File: config.mk
export PLATFORM = sky130hd
export DESIGN_NAME = dyn_threshold_ctrl
export DESIGN_NICKNAME = d
export VERILOG_FILES = /design/src/hdl/dyn_thr_pkg.sv /design/src/hdl/adj_interval_timer.sv /design/src/hdl/dyn_threshold_ctrl.sv
export SDC_FILE = /design/constraint.sdc
export NUM_CORES = 1
export LEC_CHECK = 0
export ABC_AREA = 1
export BUFFER_PORTS_ARGS = -buffer_cell sky130_fd_sc_hd__buf_2
export CAP_MARGIN = 0
export CORE_MARGIN = 1.5
export CORE_UTILIZATION = 50
export CTS_CLUSTER_DIAMETER = 200
export DETAILED_ROUTE_END_ITERATION = 8
export PLACE_DENSITY = 0.72
export SYNTH_ARGS = -nofsm -noshare
export SYNTH_HDL_FRONTEND = slang
export SYNTH_SLANG_ARGS = --single-unit
File: constraint.sdc
create_clock -name CLK_SYS -period 7.65 [get_ports CLK_SYS]
set_clock_uncertainty 0.1 [all_clocks]
set_input_delay 1.1475 -clock CLK_SYS [delete_from_list [all_inputs] [get_ports CLK_SYS]]
set_output_delay 1.1475 -clock CLK_SYS [all_outputs]
set_load 0.01 [all_outputs]
File: src/hdl/dyn_thr_pkg.sv
// constants for the dynamic fan-start-threshold control block
// assumes a 125 MHz system clock and an APB register port with 32-bit data
package dyn_thr_pkg;

	// register indices; byte address is four times the index
	localparam logic [9:0] IDX_OP_REMOTE1 = 10'h033; // remote 1 operating point
	localparam logic [9:0] IDX_OP_LOCAL = 10'h034; // local operating point
	localparam logic [9:0] IDX_OP_REMOTE2 = 10'h035; // remote 2 operating point
	localparam logic [9:0] IDX_ENABLE_CTRL = 10'h036; // dyn_threshold_enable_ctrl
	localparam logic [9:0] IDX_INTERVAL_CTRL = 10'h037; // dyn_threshold_interval_ctrl
	localparam logic [9:0] IDX_CORE_LOW_LIMIT = 10'h046; // core voltage low limit
	localparam logic [9:0] IDX_IRQ_STATUS = 10'h050; // sticky event status
	localparam logic [9:0] IDX_IRQ_MASK = 10'h051; // event mask
	localparam logic [9:0] IDX_CONFIG = 10'h052; // lock bit
	localparam logic [9:0] IDX_LIVE_STATE = 10'h053; // read-only live state

	// decoded register selector
	typedef enum logic [3:0] {
		SEL_NONE, SEL_OP_R1, SEL_OP_LOC, SEL_OP_R2, SEL_EN, SEL_IVL,
		SEL_LIMIT, SEL_STAT, SEL_MASK, SEL_CFG, SEL_LIVE
	} reg_sel_t;

	// reset values
	localparam logic [7:0] OP_POINT_RESET = 8'ha4; // 100 degrees celsius
	localparam logic [7:0] CTRL_RESET = 8'h00;
	localparam logic [7:0] LIMIT_RESET = 8'h00;
	localparam logic [7:0] MASK_RESET = 8'h00;

	// enable control field positions
	localparam int EN_R2_CODE_MSB = 0;
	localparam int EN_CORE_GUARD = 1;
	localparam int EN_CAP_R1 = 2;
	localparam int EN_CAP_LOC = 3;
	localparam int EN_CAP_R2 = 4;
	localparam int EN_DYN_R1 = 5;
	localparam int EN_DYN_LOC = 6;
	localparam int EN_DYN_R2 = 7;

	// interval control field positions
	localparam int IVL_R1_LO = 0;
	localparam int IVL_LOC_LO = 3;
	localparam int IVL_R2_LO = 6;

	// status and config bit positions
	localparam int STAT_CAPTURE = 0;
	localparam int STAT_CORE_LOW = 1;
	localparam int CFG_LOCK = 0;

	// channel order in per-channel vectors
	localparam int CH_R1 = 0;
	localparam int CH_LOC = 1;
	localparam int CH_R2 = 2;
	localparam int NUM_CH = 3;

	// interval base: code 000 gives 8 cycles to decrease, twice that to increase
	localparam logic [11:0] IVL_BASE_CYCLES = 12'h008;

	// monitoring cycle timing
	localparam int MON_CYCLE_US = 125000;
	localparam int CLK_PERIOD_NS = 8;
	localparam int MON_CYCLE_CLKS = MON_CYCLE_US * 1000 / CLK_PERIOD_NS;

endpackage

File: src/hdl/adj_interval_timer.sv
// interval timer for one channel's threshold adjustments
// assumes a one-cycle monitoring tick from the parent's divider
`timescale 1ns/1ns
module adj_interval_timer (
	// clock and reset
	input wire logic clk,
	input wire logic reset,
	// control
	input wire logic tick,
	input wire logic run,
	input wire logic [2:0] code,
	// pulses
	output logic dec_due,
	output logic inc_due
);

	logic [11:0] count_r; // monitoring cycles since last restart
	logic [11:0] dec_len; // decrease interval
	logic [11:0] inc_len; // increase interval, twice the decrease one

	assign dec_len = dyn_thr_pkg::IVL_BASE_CYCLES << code;
	assign inc_len = dec_len << 1;

	// count monitoring cycles; a stopped channel restarts from zero
	always_ff @(posedge clk) begin
		if (reset || !run) begin
			count_r <= '0;
		end else if (tick) begin
			if (count_r + 12'h001 >= inc_len) begin
				count_r <= '0;
			end else begin
				count_r <= count_r + 12'h001;
			end
		end
	end

	// due pulses last one system clock
	always_ff @(posedge clk) begin
		if (reset || !run) begin
			dec_due <= 1'b0;
			inc_due <= 1'b0;
		end else begin
			dec_due <= tick && (count_r + 12'h001 == dec_len);
			inc_due <= tick && (count_r + 12'h001 >= inc_len);
		end
	end

endmodule

File: src/hdl/dyn_threshold_ctrl.sv
// control registers for dynamic fan-start-threshold adjustment
// assumes APB master on the register side, temperatures and core voltage
// reading supplied by the measurement logic, all inputs synchronous
`timescale 1ns/1ns
module dyn_threshold_ctrl #(
	parameter int MON_CYCLE_CLKS = dyn_thr_pkg::MON_CYCLE_CLKS
) (
	// clock and reset
	input wire logic CLK_SYS,
	input wire logic RESET,
	// apb slave
	input wire logic PSEL,
	input wire logic PENABLE,
	input wire logic PWRITE,
	input wire logic [11:0] PADDR,
	input wire logic [31:0] PWDATA,
	input wire logic [3:0] PSTRB,
	output logic [31:0] PRDATA,
	output logic PREADY,
	output logic PSLVERR,
	// measurements
	input wire logic [7:0] TEMP_REMOTE1,
	input wire logic [7:0] TEMP_LOCAL,
	input wire logic [7:0] TEMP_REMOTE2,
	input wire logic [7:0] CORE_VOLTAGE_INPUT,
	input wire logic STANDBY_SUPPLY,
	// thermal event pin, active low
	input wire logic THERMAL_EVENT_PIN_N,
	// control outputs
	output logic HOT_PROCESSOR_MONITOR_EN,
	output logic SHUTDOWN_ALLOWED,
	output logic [2:0] DYN_ACTIVE,
	output logic [2:0] THRESHOLD_DEC,
	output logic [2:0] THRESHOLD_INC,
	output logic [7:0] OP_POINT_REMOTE1,
	output logic [7:0] OP_POINT_LOCAL,
	output logic [7:0] OP_POINT_REMOTE2,
	output logic IRQ
);

	////////////////////////////////////////////////////////////////////////
	// register decode
	// map a word index to a register; shared by read and write paths
	function automatic dyn_thr_pkg::reg_sel_t decode(input logic [11:0] addr);
		logic [9:0] idx;
		idx = addr[11:2];
		decode = dyn_thr_pkg::SEL_NONE;
		if (addr[1:0] == 2'h0) begin
			case (idx)
				dyn_thr_pkg::IDX_OP_REMOTE1: decode = dyn_thr_pkg::SEL_OP_R1;
				dyn_thr_pkg::IDX_OP_LOCAL: decode = dyn_thr_pkg::SEL_OP_LOC;
				dyn_thr_pkg::IDX_OP_REMOTE2: decode = dyn_thr_pkg::SEL_OP_R2;
				dyn_thr_pkg::IDX_ENABLE_CTRL: decode = dyn_thr_pkg::SEL_EN;
				dyn_thr_pkg::IDX_INTERVAL_CTRL: decode = dyn_thr_pkg::SEL_IVL;
				dyn_thr_pkg::IDX_CORE_LOW_LIMIT: decode = dyn_thr_pkg::SEL_LIMIT;
				dyn_thr_pkg::IDX_IRQ_STATUS: decode = dyn_thr_pkg::SEL_STAT;
				dyn_thr_pkg::IDX_IRQ_MASK: decode = dyn_thr_pkg::SEL_MASK;
				dyn_thr_pkg::IDX_CONFIG: decode = dyn_thr_pkg::SEL_CFG;
				dyn_thr_pkg::IDX_LIVE_STATE: decode = dyn_thr_pkg::SEL_LIVE;
				default: decode = dyn_thr_pkg::SEL_NONE;
			endcase
		end
	endfunction

	dyn_thr_pkg::reg_sel_t sel; // decoded selector of the current address
	logic setup; // apb setup cycle
	logic commit; // access edge at which a write takes effect
	logic wr_ok; // write with low byte lane enabled
	logic wr_ctrl_ok; // write that the lock permits

	// registers
	logic [7:0] op_r [dyn_thr_pkg::NUM_CH]; // operating points per channel
	logic [7:0] enable_r; // dyn_threshold_enable_ctrl
	logic [7:0] interval_r; // dyn_threshold_interval_ctrl
	logic [7:0] limit_r; // core voltage low limit
	logic [1:0] status_r; // sticky events
	logic [1:0] mask_r; // set bit masks the event
	logic lock_r; // set once, cleared only by reset
	logic core_low; // guard armed, standby supply, voltage under limit
	logic core_low_q; // registered condition
	logic suspend_q; // features suspended

	assign sel = decode(PADDR);
	assign setup = PSEL && !PENABLE;
	assign commit = PSEL && PENABLE && PREADY;
	assign wr_ok = commit && PWRITE && PSTRB[0] && !PSLVERR;
	assign wr_ctrl_ok = wr_ok && !lock_r;

	////////////////////////////////////////////////////////////////////////
	// apb answer

	// answer every access in its first access cycle; data captured at setup
	always_ff @(posedge CLK_SYS) begin
		if (RESET) begin
			PREADY <= 1'b0;
			PSLVERR <= 1'b0;
		end else begin
			PREADY <= setup;
			PSLVERR <= setup && (sel == dyn_thr_pkg::SEL_NONE);
		end
	end

	// read data: narrow registers in the low byte, upper bits zero
	always_ff @(posedge CLK_SYS) begin
		if (RESET) begin
			PRDATA <= 32'h0000_0000;
		end else if (setup && !PWRITE) begin
			case (sel)
				dyn_thr_pkg::SEL_OP_R1: PRDATA <= {24'h000000, op_r[dyn_thr_pkg::CH_R1]};
				dyn_thr_pkg::SEL_OP_LOC: PRDATA <= {24'h000000, op_r[dyn_thr_pkg::CH_LOC]};
				dyn_thr_pkg::SEL_OP_R2: PRDATA <= {24'h000000, op_r[dyn_thr_pkg::CH_R2]};
				dyn_thr_pkg::SEL_EN: PRDATA <= {24'h000000, enable_r};
				dyn_thr_pkg::SEL_IVL: PRDATA <= {24'h000000, interval_r};
				dyn_thr_pkg::SEL_LIMIT: PRDATA <= {24'h000000, limit_r};
				dyn_thr_pkg::SEL_STAT: PRDATA <= {30'h00000000, status_r};
				dyn_thr_pkg::SEL_MASK: PRDATA <= {30'h00000000, mask_r};
				dyn_thr_pkg::SEL_CFG: PRDATA <= {31'h00000000, lock_r};
				dyn_thr_pkg::SEL_LIVE: PRDATA <= {26'h0000000, DYN_ACTIVE, core_low_q, suspend_q, lock_r};
				default: PRDATA <= 32'h0000_0000;
			endcase
		end else if (setup) begin
			PRDATA <= 32'h0000_0000;
		end
	end

	////////////////////////////////////////////////////////////////////////
	// control registers

	// enable and interval registers; frozen once locked
	always_ff @(posedge CLK_SYS) begin
		if (RESET) begin
			enable_r <= dyn_thr_pkg::CTRL_RESET;
			interval_r <= dyn_thr_pkg::CTRL_RESET;
		end else if (wr_ctrl_ok) begin
			if (sel == dyn_thr_pkg::SEL_EN) begin
				enable_r <= PWDATA[7:0];
			end
			if (sel == dyn_thr_pkg::SEL_IVL) begin
				interval_r <= PWDATA[7:0];
			end
		end
	end

	// lock is write-once so software cannot undo it
	always_ff @(posedge CLK_SYS) begin
		if (RESET) begin
			lock_r <= 1'b0;
		end else if (wr_ok && sel == dyn_thr_pkg::SEL_CFG && PWDATA[dyn_thr_pkg::CFG_LOCK]) begin
			lock_r <= 1'b1;
		end
	end

	// limit and mask stay writable; they are not part of the locked set
	always_ff @(posedge CLK_SYS) begin
		if (RESET) begin
			limit_r <= dyn_thr_pkg::LIMIT_RESET;
			mask_r <= dyn_thr_pkg::MASK_RESET[1:0];
		end else if (wr_ok) begin
			if (sel == dyn_thr_pkg::SEL_LIMIT) begin
				limit_r <= PWDATA[7:0];
			end
			if (sel == dyn_thr_pkg::SEL_MASK) begin
				mask_r <= PWDATA[1:0];
			end
		end
	end

	////////////////////////////////////////////////////////////////////////
	// core voltage guard
	assign core_low = enable_r[dyn_thr_pkg::EN_CORE_GUARD] && STANDBY_SUPPLY
		&& (CORE_VOLTAGE_INPUT < limit_r);

	// suspension and gated features follow the condition both ways, so recovery is automatic
	always_ff @(posedge CLK_SYS) begin
		if (RESET) begin
			core_low_q <= 1'b0;
			suspend_q <= 1'b0;
			HOT_PROCESSOR_MONITOR_EN <= 1'b1;
			SHUTDOWN_ALLOWED <= 1'b1;
		end else begin
			core_low_q <= core_low;
			suspend_q <= core_low;
			HOT_PROCESSOR_MONITOR_EN <= !core_low;
			SHUTDOWN_ALLOWED <= !core_low;
		end
	end

	////////////////////////////////////////////////////////////////////////
	// thermal pin capture
	logic pin_q; // previous pin sample
	logic pin_fall; // asserting edge, active low pin
	logic [2:0] cap_en; // capture enables per channel
	logic [7:0] temp_now [dyn_thr_pkg::NUM_CH]; // live temperatures

	assign pin_fall = pin_q && !THERMAL_EVENT_PIN_N;
	assign cap_en[dyn_thr_pkg::CH_R1] = enable_r[dyn_thr_pkg::EN_CAP_R1];
	assign cap_en[dyn_thr_pkg::CH_LOC] = enable_r[dyn_thr_pkg::EN_CAP_LOC];
	assign cap_en[dyn_thr_pkg::CH_R2] = enable_r[dyn_thr_pkg::EN_CAP_R2];
	assign temp_now[dyn_thr_pkg::CH_R1] = TEMP_REMOTE1;
	assign temp_now[dyn_thr_pkg::CH_LOC] = TEMP_LOCAL;
	assign temp_now[dyn_thr_pkg::CH_R2] = TEMP_REMOTE2;

	// idle high after reset, so a pin held low at release counts as a falling edge
	always_ff @(posedge CLK_SYS) begin
		if (RESET) begin
			pin_q <= 1'b1;
		end else begin
			pin_q <= THERMAL_EVENT_PIN_N;
		end
	end

	// operating points; a capture beats a software write in the same cycle
	for (genvar ch = 0; ch < dyn_thr_pkg::NUM_CH; ch++) begin : g_op
		dyn_thr_pkg::reg_sel_t my_sel;
		assign my_sel = (ch == dyn_thr_pkg::CH_R1) ? dyn_thr_pkg::SEL_OP_R1 :
			(ch == dyn_thr_pkg::CH_LOC) ? dyn_thr_pkg::SEL_OP_LOC : dyn_thr_pkg::SEL_OP_R2;
		always_ff @(posedge CLK_SYS) begin
			if (RESET) begin
				op_r[ch] <= dyn_thr_pkg::OP_POINT_RESET;
			end else if (pin_fall && cap_en[ch]) begin
				op_r[ch] <= temp_now[ch];
			end else if (wr_ctrl_ok && sel == my_sel) begin
				op_r[ch] <= PWDATA[7:0];
			end
		end
	end

	// mirror operating points to the adjustment logic
	always_ff @(posedge CLK_SYS) begin
		if (RESET) begin
			OP_POINT_REMOTE1 <= dyn_thr_pkg::OP_POINT_RESET;
			OP_POINT_LOCAL <= dyn_thr_pkg::OP_POINT_RESET;
			OP_POINT_REMOTE2 <= dyn_thr_pkg::OP_POINT_RESET;
		end else begin
			OP_POINT_REMOTE1 <= op_r[dyn_thr_pkg::CH_R1];
			OP_POINT_LOCAL <= op_r[dyn_thr_pkg::CH_LOC];
			OP_POINT_REMOTE2 <= op_r[dyn_thr_pkg::CH_R2];
		end
	end

	////////////////////////////////////////////////////////////////////////
	// events and interrupt
	// set wins over a write-one clear in the same cycle; the level interrupt is the
	// alert line when an event is unmasked, one cycle behind the status bits
	always_ff @(posedge CLK_SYS) begin
		if (RESET) begin
			status_r <= 2'h0;
			IRQ <= 1'b0;
		end else begin
			if (wr_ok && sel == dyn_thr_pkg::SEL_STAT) begin
				status_r <= status_r & ~PWDATA[1:0];
			end
			if (pin_fall && (cap_en != 3'h0)) begin
				status_r[dyn_thr_pkg::STAT_CAPTURE] <= 1'b1;
			end
			if (core_low) begin
				status_r[dyn_thr_pkg::STAT_CORE_LOW] <= 1'b1;
			end
			IRQ <= |(status_r & ~mask_r);
		end
	end

	////////////////////////////////////////////////////////////////////////
	// monitoring cycle and adjustment timing

	logic [23:0] div_r; // system clocks within one monitoring cycle
	logic mon_tick; // one-cycle monitoring cycle enable
	logic [2:0] dyn_en; // dynamic enables from software
	logic [2:0] code [dyn_thr_pkg::NUM_CH]; // interval codes
	logic [2:0] dec_due; // decrease intervals elapsed
	logic [2:0] inc_due; // increase intervals elapsed

	// divider; a long count, shorten MON_CYCLE_CLKS in simulation
	always_ff @(posedge CLK_SYS) begin
		if (RESET) begin
			div_r <= '0;
			mon_tick <= 1'b0;
		end else if (div_r == 24'(MON_CYCLE_CLKS - 1)) begin
			div_r <= '0;
			mon_tick <= 1'b1;
		end else begin
			div_r <= div_r + 24'h000001;
			mon_tick <= 1'b0;
		end
	end

	assign dyn_en[dyn_thr_pkg::CH_R1] = enable_r[dyn_thr_pkg::EN_DYN_R1];
	assign dyn_en[dyn_thr_pkg::CH_LOC] = enable_r[dyn_thr_pkg::EN_DYN_LOC];
	assign dyn_en[dyn_thr_pkg::CH_R2] = enable_r[dyn_thr_pkg::EN_DYN_R2];
	assign code[dyn_thr_pkg::CH_R1] = interval_r[dyn_thr_pkg::IVL_R1_LO +: 3];
	assign code[dyn_thr_pkg::CH_LOC] = interval_r[dyn_thr_pkg::IVL_LOC_LO +: 3];
	assign code[dyn_thr_pkg::CH_R2] = {enable_r[dyn_thr_pkg::EN_R2_CODE_MSB],
		interval_r[dyn_thr_pkg::IVL_R2_LO +: 2]};

	// one timer per channel, held at zero while disabled or suspended
	for (genvar ch = 0; ch < dyn_thr_pkg::NUM_CH; ch++) begin : g_tmr
		adj_interval_timer u_tmr (
			.clk(CLK_SYS),
			.reset(RESET),
			.tick(mon_tick),
			.run(dyn_en[ch] && !suspend_q),
			.code(code[ch]),
			.dec_due(dec_due[ch]),
			.inc_due(inc_due[ch])
		);
	end

	// a clear enable leaves the threshold alone: no pulses, not active
	always_ff @(posedge CLK_SYS) begin
		if (RESET) begin
			DYN_ACTIVE <= 3'h0;
			THRESHOLD_DEC <= 3'h0;
			THRESHOLD_INC <= 3'h0;
		end else begin
			DYN_ACTIVE <= dyn_en & {3{!core_low}};
			THRESHOLD_DEC <= dec_due & {3{!core_low}};
			THRESHOLD_INC <= inc_due & {3{!core_low}};
		end
	end

endmodule

* Word-level counts from Yosys, hierarchy flattened
Memory sizes are Yosys's and may differ from the RTL's. Cells that the tools add are included.
Cells by class: div/mod/pow operators 0, bitwise logic cells 13, $lt $le $gt $ge 4, equal/unequal tests 24, multiply operators 0, shift operators 3, multiplexer cells 41, add/sub/neg operators 4, reduce and logical (&&, ||, !) cells 56
Operators with widths (count):
- 8-bit case mux with 10 select lines | 1
- 32-bit two-way mux | 2
- 10-bit by 6-bit equality test with 1-bit output, second input constant | 5
- 10-bit by 7-bit equality test with 1-bit output, second input constant | 5
- 8-bit two-way mux | 6
- 4-bit case mux with 10 select lines | 1
- 12-bit by 1-bit adder with 12-bit output, second input constant | 3
- 12-bit equality test | 3
- 12-bit greater-or-equal comparator | 3
- 12-bit two-way mux | 3
- 4-bit by 3-bit left shift with 12-bit output, first input constant | 3
- 1-bit logical AND | 31
- 1-bit two-way mux | 26
- 24-bit by 1-bit adder with 24-bit output, second input constant | 1
- 24-bit equality test, second input constant | 1
- 4-bit by 3-bit equality test with 1-bit output, second input constant | 4
- 4-bit equality test, second input constant | 3
- 1-bit zero test | 10
- 3-bit bitwise AND | 3
- 4-bit by 2-bit equality test with 1-bit output, second input constant | 2
- 8-bit less-than comparator | 1
- 2-bit AND reduction | 4
- 1-bit OR | 6
- 2-bit nonzero test | 3
- 10 further kinds | 15
Storage, ports and cells: output and inout port bits 70, bits in read-only memories 0, memories kept 1, memory bits (writable) 24, input port bits 87, latch bits 0, register bits after elaboration 167, word-level logic and storage cells 177
Memories:
- op_r | depth 3, width 8, read ports 3, clocked after Yosys merged registers in 0, wr ports 3, line dyn_threshold_ctrl.sv:72 | logic [7:0] op_r [dyn_thr_pkg::NUM_CH];

* Longest topological paths before layout
Gate-level depths: netlist of the first run.
depth in word-level cells 12, mapped depth 17

* By module
From an unflattened synthesis of the first run, not the netlist that was laid out.
Unflattened totals: cell total of the unflattened synthesis 1412, area total of the unflattened synthesis 9704.3 µm²
By module, submodules not included:
- dyn_threshold_ctrl | instances 1, cells each 788, area each 6067.1 µm²
- adj_interval_timer | instances 3, cells each 208, area each 1212.4 µm²

* Worst setup path before layout of the first run
Ideal clock, no wire load.
path type input-to-reg, start point input PADDR[10], end point memory op_r[2][0] (enable), setup time 376 ps, arrival 2515 ps, setup slack 4659 ps, stages 9, cells stage by stage inv_1 -> nand2_2 -> nor2_2 -> nand3_1 -> nand3_2 -> nand2_4 -> nor2_4 -> nand2_4 -> o211ai_1
RTL lines:
- start: declaration | line dyn_threshold_ctrl.sv:15 | input wire logic [11:0] PADDR,
- end: declaration | line dyn_threshold_ctrl.sv:72

* Worst setup path in the final report of the first run
start point input RESET, end point register g_tmr[0].u_tmr.dec_due
On the way: cells in the longest elaborated chain, start to end 1
RTL lines:
- start: declaration | line dyn_threshold_ctrl.sv:10 | input wire logic RESET,
- 1-bit logical OR | line adj_interval_timer.sv:39 | if (reset || !run) begin
- end signal: assignment | line adj_interval_timer.sv:43 | dec_due <= tick && (count_r + 12'h001 == dec_len);
- end: declaration | line adj_interval_timer.sv:13 | output logic dec_due,
No other way between the ends. A chain may end at the register's enable or synchronous reset.

==> results by group, run 1 <==
Run status
  • Outcome: finished, final reports clean

Logic synthesis
  • Compound-Gate Fraction of Synth Area: 0.123
  • Largest family of logic cells by synthesized area: simple AND/OR/NAND/NOR gates
  • Post-synthesis sequential area ratio: 0.392
  • Cells after Synth: 1206
  • Post-Synth XOR/XNOR Area: 0.0344
  • Synthesized cell area: 9130 sq um
  • Post-synthesis simple-gate area fraction: 0.288
  • Synth area leaders: dfxtp_1, nand2_1, edfxtp_1
  • Synth unique cells: 56
  • Post-Syn Area per Cell: 7.57 sq um
  • Synth Area in Adders: 0.0521
  • Post-synthesis mux area share: 0
  • Flops & latches, synth: 167
  • Synth area leader: dfxtp_1
  • Share of the synthesized area in the top cell type: 0.314
  • Asr flop ratio synth: 0
  • Synth Warn #: 0
  • Most used DFF post-synth: dfxtp_1
  • EDFF count, synth: 24

Power
  • LEAKAGE: 4.55 nW
  • Register share of total power: 0.471
  • Pwr/cell area: 184 nW/um^2
  • Sw Pwr: 456 uW
  • Comb power frac: 0.037
  • Clock Power Share: 0.492
  • VDD IR-drop max: 0.000182 V
  • Internal power: 1.45 mW
  • Sw Ratio: 0.239

Routing
  • Initial DRC count: 448
  • WL/cell: 14.1 microns
  • DRC errors left: 0
  • Antenna-violating nets left: 0
  • Via count: 7977
  • Final WL: 21900 microns
  • Router iterations before antenna repair: 5
  • Vias per cell: 5.16

Global route
  • Initial antenna violation count: 0
  • Vias in the first global route: 7281
  • Grt total ovfl: 0
  • Largest net degree at the start of global routing: 57
  • First-pass GRT wire length: 35400 microns
  • Tot GR Track Use: 0.228

Job
  • Max Cap Viol: 0

Die
  • Core footprint: 18000 sq um
  • Starting Density: 0.508
  • Chip width: 138 microns
  • Die height: 138 microns
  • Rows: 49
  • I/O Pins: 157
  • Die area: 19100 sq um

Critical path
  • CP Class: in -> reg
  • Worst r2r dst: g_tmr[1].u_tmr.count_r[9]
  • Crit path capture type: flop
  • R2R Path Start: g_tmr[1].u_tmr.count_r[3]
  • CP arrival: 3360 ps
  • Data required, critical path: 7900 ps
  • Worst Reg2Reg Path Length in Cells: 15
  • CP max FO: 56
  • R2r setup slk: 4730 ps
  • Worst setup SP type: input pin

Timing
  • Setup TNS: 0 ps
  • Tcrit/Tclk final: 0.407
  • Worst-margin pin slew: 756 ps
  • Slew Limit Fails: 0
  • Fin. Hold Viols: 0
  • RSZ-0062 raised after global routing: no
  • Fin crit period: 3110 ps
  • Max Freq: 0.321 GHz
  • Final Setup Violations: 0
  • Max_slew headroom: 0.495
  • Worst hold slack: 311 ps

Clock tree
  • Clock sink total: 167
  • PostCTS Resize Cnt: 0
  • Clock Tree Buf Depth: 2
  • CTS tree: done
  • Reg clk slew, reported paths: 70 ps
  • CTS H-tree lvls: 4
  • Setup bufs post-CTS: 0
  • CTS Hold Bufs: 0
  • Root Driver: clkbuf_16
  • Num CTS Buffers: 17
  • Later-pin clock latency in the skew report: 440 ps

Hold path
  • Hold Crit Class: reg -> reg
  • Hold Crit Endpoint: THRESHOLD_DEC[2]
  • Hold path start: g_tmr[2].u_tmr.dec_due
  • Hold path cells: 2

Layout
  • Multi-input combinational cell area: 4630 sq um
  • Ratio of cells with drive above 1 in the final layout: 0.171
  • Sequential cell area: 3580 sq um
  • Area grow syn2layout: 13.9%
  • Most frequent cells in the layout: nand2_1, inv_1, dfxtp_1
  • Finished Layout Cells: 1546
  • Nets: 1429
  • # diodes: 0
  • Most common library cell in the layout ignoring fill and taps: nand2_1
  • Fillers: 1669

Place
  • Port buffer count: 105
  • DP Wirelength: 16200 microns
  • Placed Cells: 1514
  • Gp weighted congestion: 0.902
state kept, by name (all words and copies together), names as in the netlist, 8 cells and up:
| register | cells |
|---|---|
| OP_POINT_LOCAL | 8 |
| OP_POINT_REMOTE1 | 8 |
| OP_POINT_REMOTE2 | 8 |
| PRDATA | 8 |
| div_r | 24 |
| enable_r | 8 |
| g_tmr.u_tmr.count_r | 36 |
| interval_r | 8 |
| limit_r | 8 |
| op_r | 24 |
worst max-delay path by stage:
stage	startpoint	to	slack [ps]	cells past startpoint
2_1_floorplan	PADDR[10]	op_r[2][0]	4660	9
3_3_place_gp	RESET	g_tmr[0].u_tmr.dec_due	4180	9
3_5_place_dp	RESET	g_tmr[0].u_tmr.dec_due	4130	9
4_1_cts	RESET	g_tmr[0].u_tmr.dec_due	4590	9
5_1_grt	RESET	g_tmr[0].u_tmr.dec_due	4330	9
6_report	RESET	g_tmr[0].u_tmr.dec_due	4540	9
cell families after synthesis:
group | Yosys count
AOI/OAI and AO/OA | 181
xor gates and xnor gates | 35
adders and majority gates | 38
buffers and inverters | 237
DFF | 167
other | 1
and+or+nand+nor | 547
cell usage after synthesis, drive strengths merged (4+ instances only):
cell	n
nand2	225
a211oi	13
nand3	78
nor3	32
edfxtp	24
xor2	30
a21oi	74
or2	11
o211ai	4
nor4	13
nor3b	8
o32ai	4
dfxtp	143
inv	184
clkbuf	17
nor2	151
nand4	26
xnor2	5
a22oi	21
ha	38
o21a	7
o21ai	52
buf	35
critical path, stage by stage:
cell      delay, ps
buf_2            90
buf_4           300
inv_1           180
nand3_1         450
nor4_1          480
o21ai_0         150
a211oi_1        230
nand4_1         120
nor3_1          180
metal layers:
metal | GRT usage | vias up | wire length (microns)
met2 | 0.356 | 226 | 9920
li1 | - | 4091 | -
met3 | 0.0416 | 41 | 1210
met5 | 0 | - | 0
met4 | 0.0803 | 0 | 482
met1 | 0.318 | 3619 | 10300
per-stage QoR:
step,power (mW),utilization,cell area [sq um],worst slack [ps]
3_3_place_gp,0.989,0.542,9740,4180
4_1_cts,1.92,0.579,10400,4590
6_report,1.91,0.579,10400,4540
5_1_grt,1.96,0.579,10400,4330
3_5_place_dp,0.990,0.542,9740,4130
2_1_floorplan,0.965,-,9220,4660
cell type report:
| type | instances | share of cell area |
|---|---|---|
| Timing Repair Buffer | 108 | 0.0527 |
| Clock buffer | 17 | 0.0409 |
| Clock inverter | 15 | 0.0221 |
| Sequential cell | 167 | 0.345 |
| Inverter | 185 | 0.0668 |
| Multi-Input combinational cell | 825 | 0.445 |
| Tap cell | 229 | 0.0276 |
power by group through the flow:
stage	Clock [mW]	Sequential (mW)	Combinational (mW)
6_report	0.939	0.900	0.0713
5_1_grt	0.982	0.900	0.0778
4_1_cts	0.947	0.899	0.0711
3_5_place_dp	0	0.920	0.0706
3_3_place_gp	0	0.920	0.0699
2_1_floorplan	0	0.920	0.0448
(Power assumes the default switching activity.)
==> inputs of run 2 (changes only) <==
==> constraint.sdc (replaced) <==
create_clock -name CLK_SYS -period 2.9 [get_ports CLK_SYS]
set_clock_uncertainty 0.1 [all_clocks]
set_input_delay 0.435 -clock CLK_SYS [delete_from_list [all_inputs] [get_ports CLK_SYS]]
set_output_delay 0.435 -clock CLK_SYS [all_outputs]
set_load 0.01 [all_outputs]
==> results by group, run 2 (synthesis gave the netlist of run 1 again) <==
Run status
  • Outcome: finished, final reports clean

Global route
  • Largest net degree at the start of global routing: 38
  • Grt total ovfl: 0
  • First-pass GRT wire length: 36200 microns
  • Initial antenna violation count: 0
  • Tot GR Track Use: 0.234
  • Vias in the first global route: 7460

Clock tree
  • Clock Tree Buf Depth: 2
  • Reg clk slew, reported paths: 70 ps
  • Root Driver: clkbuf_16
  • Num CTS Buffers: 17
  • Clock sink total: 167
  • Later-pin clock latency in the skew report: 440 ps
  • CTS Hold Bufs: 0
  • CTS tree: done
  • CTS H-tree lvls: 4

Hold path
  • Hold Crit Endpoint: pin_q
  • Hold Crit Class: in -> reg
  • Hold path start: THERMAL_EVENT_PIN_N
  • Hold path cells: 2

Layout
  • Post-route cell area: 10800 sq um
  • Fillers: 1661
  • Multi-input combinational cell area: 4810 sq um
  • Reg with most FFs: g_tmr.u_tmr.count_r
  • Most frequent cells in the layout: nand2_1, inv_1, dfxtp_1
  • Layout Utilization: 0.600
  • Nets: 1464
  • # diodes: 0
  • Area grow syn2layout: 18.1%
  • Most common library cell in the layout ignoring fill and taps: nand2_1
  • Regs by FF count: g_tmr.u_tmr.count_r: 36 flops, div_r: 24 flops, op_r: 24 flops
  • Ratio of cells with drive above 1 in the final layout: 0.218
  • Max reg flops: 36
  • Finished Layout Cells: 1581
  • Sequential cell area: 3600 sq um

Critical path
  • Worst r2r dst: g_tmr[2].u_tmr.count_r[10]
  • Worst Reg2Reg Path Length in Cells: 15
  • Worst setup SP type: flop
  • Data required, critical path: 3120 ps
  • R2r setup slk: 70 ps
  • CP max FO: 6
  • Crit path cell chain: ha_4, nand3_2, nor2_4, nand2_2, nor2_4, nand3_4, xnor2_4, ha_1, nand2_1, nor2_2, nand4_1, nand4_1, clkinvlp_4, a22oi_2, nor2_1
  • Crit-path max cell delay: 380 ps
  • Crit path capture type: flop
  • Worst path slowest cell: dfxtp_4
  • CP arrival: 3050 ps
  • CP Class: reg -> reg
  • R2R Path Start: g_tmr[2].u_tmr.count_r[0]

Timing
  • Setup TNS: 0 ps
  • Slew Limit Fails: 0
  • Worst hold slack: 101 ps
  • Max_slew headroom: 0.617
  • Fin. Hold Viols: 0
  • Final setup margin: 72.5 ps
  • Max Freq: 0.354 GHz
  • Final Setup Violations: 0
  • Tcrit/Tclk final: 0.975
  • Fin crit period: 2830 ps
  • Worst-margin pin slew: 574 ps

Die
  • Starting Density: 0.508
  • Core footprint: 18000 sq um
  • Rows: 49
  • Die height: 138 microns
  • I/O Pins: 157
  • Chip width: 138 microns
  • Die area: 19100 sq um

Place
  • Gp weighted congestion: 0.927
  • Place WS: 48.6 ps
  • Dpl cell area: 9900 sq um
  • DP Wirelength: 16800 microns
  • Port buffer count: 105
  • Placed Cells: 1535

Power
  • LEAKAGE: 4.68 nW
  • VDD IR-drop max: 0.000473 V
  • Pwr Total: 4.75 mW
  • Pwr/cell area: 441 nW/um^2

Routing
  • DRC errors left: 0
  • Via count: 8206
  • Final WL: 22700 microns
  • Initial DRC count: 547
  • Router iterations before antenna repair: 6
  • Antenna-violating nets left: 0
  • WL/cell: 14.4 microns
  • Vias per cell: 5.19

Job
  • Max Cap Viol: 0
run 2: cell types whose count changed in the layout (fill, tap and decap cells not counted), moves of 4 or more:
cell,delta
nor2_4,+4
inv_6,+4
dfxtp_1,-6
nand3_1,-4
a22oi_2,+8
dfxtp_2,+4
nor2_1,-4
a22oi_1,-8
inv_1,-5
buf_4,+33
clkinvlp_4,+5
run 2: worst max-delay path, delay by kind of cell (launching register included):
| family | cells | cell delay, ps |
|---|---|---|
| AO/OA/AOI/OAI | 1 | 210 |
| XOR/XNOR | 1 | 170 |
| flip-flops | 1 | 380 |
| AND/OR/NAND/NOR | 10 | 1160 |
| adder cells (fa/ha/maj) | 2 | 440 |
| buffers and inverters | 1 | 230 |
run 2: power breakdown:
part,leakage (nW),internal [mW],switching (mW)
Sequential,1.38,2.36,0.0100
Combinational,3.03,0.0611,0.131
Clock,0.274,1.14,1.05
Total,4.68,3.56,1.19
run 2: worst max-delay path by stage:
| stage | from | endpoint | slack, ps | cells past startpoint |
|---|---|---|---|---|
| 2_1_floorplan | g_tmr[0].u_tmr.count_r[4] | g_tmr[0].u_tmr.count_r[2] | 290 | 13 |
| 3_3_place_gp | g_tmr[0].u_tmr.count_r[3] | g_tmr[0].u_tmr.count_r[11] | 170 | 13 |
| 3_5_place_dp | g_tmr[2].u_tmr.count_r[0] | g_tmr[2].u_tmr.count_r[11] | 50 | 15 |
| 4_1_cts | g_tmr[2].u_tmr.count_r[0] | g_tmr[2].u_tmr.count_r[8] | 30 | 15 |
| 5_1_grt | g_tmr[2].u_tmr.count_r[0] | g_tmr[2].u_tmr.count_r[7] | -70 | 15 |
| 6_report | g_tmr[2].u_tmr.count_r[0] | g_tmr[2].u_tmr.count_r[10] | 70 | 15 |
run 2: routing by layer:
metal / track usage / wire [microns] / part of all wire
met2: 0.362 / 10300 / 0.45
met5: 0 / 0 / 0
met1: 0.324 / 10300 / 0.45
met4: 0.0964 / 584 / 0.026
met3: 0.0388 / 1490 / 0.065
run 2: what timing repair did:
item / 4_1_cts / 5_1_grt
resized for setup: 0 / 51
buffers inserted: 0 / 13
setup endpoints to repair: 0 / 36
run 2: cell type report:
cell class              instances  share of cell area
repair buffers                142              0.0757
flip-flops and latches        167               0.334
inverters                     185              0.0653
well taps                     229              0.0266
repair inverters                1            0.000696
multi-input cells             825               0.446
clock inverters                15              0.0127
clock buffers                  17              0.0395
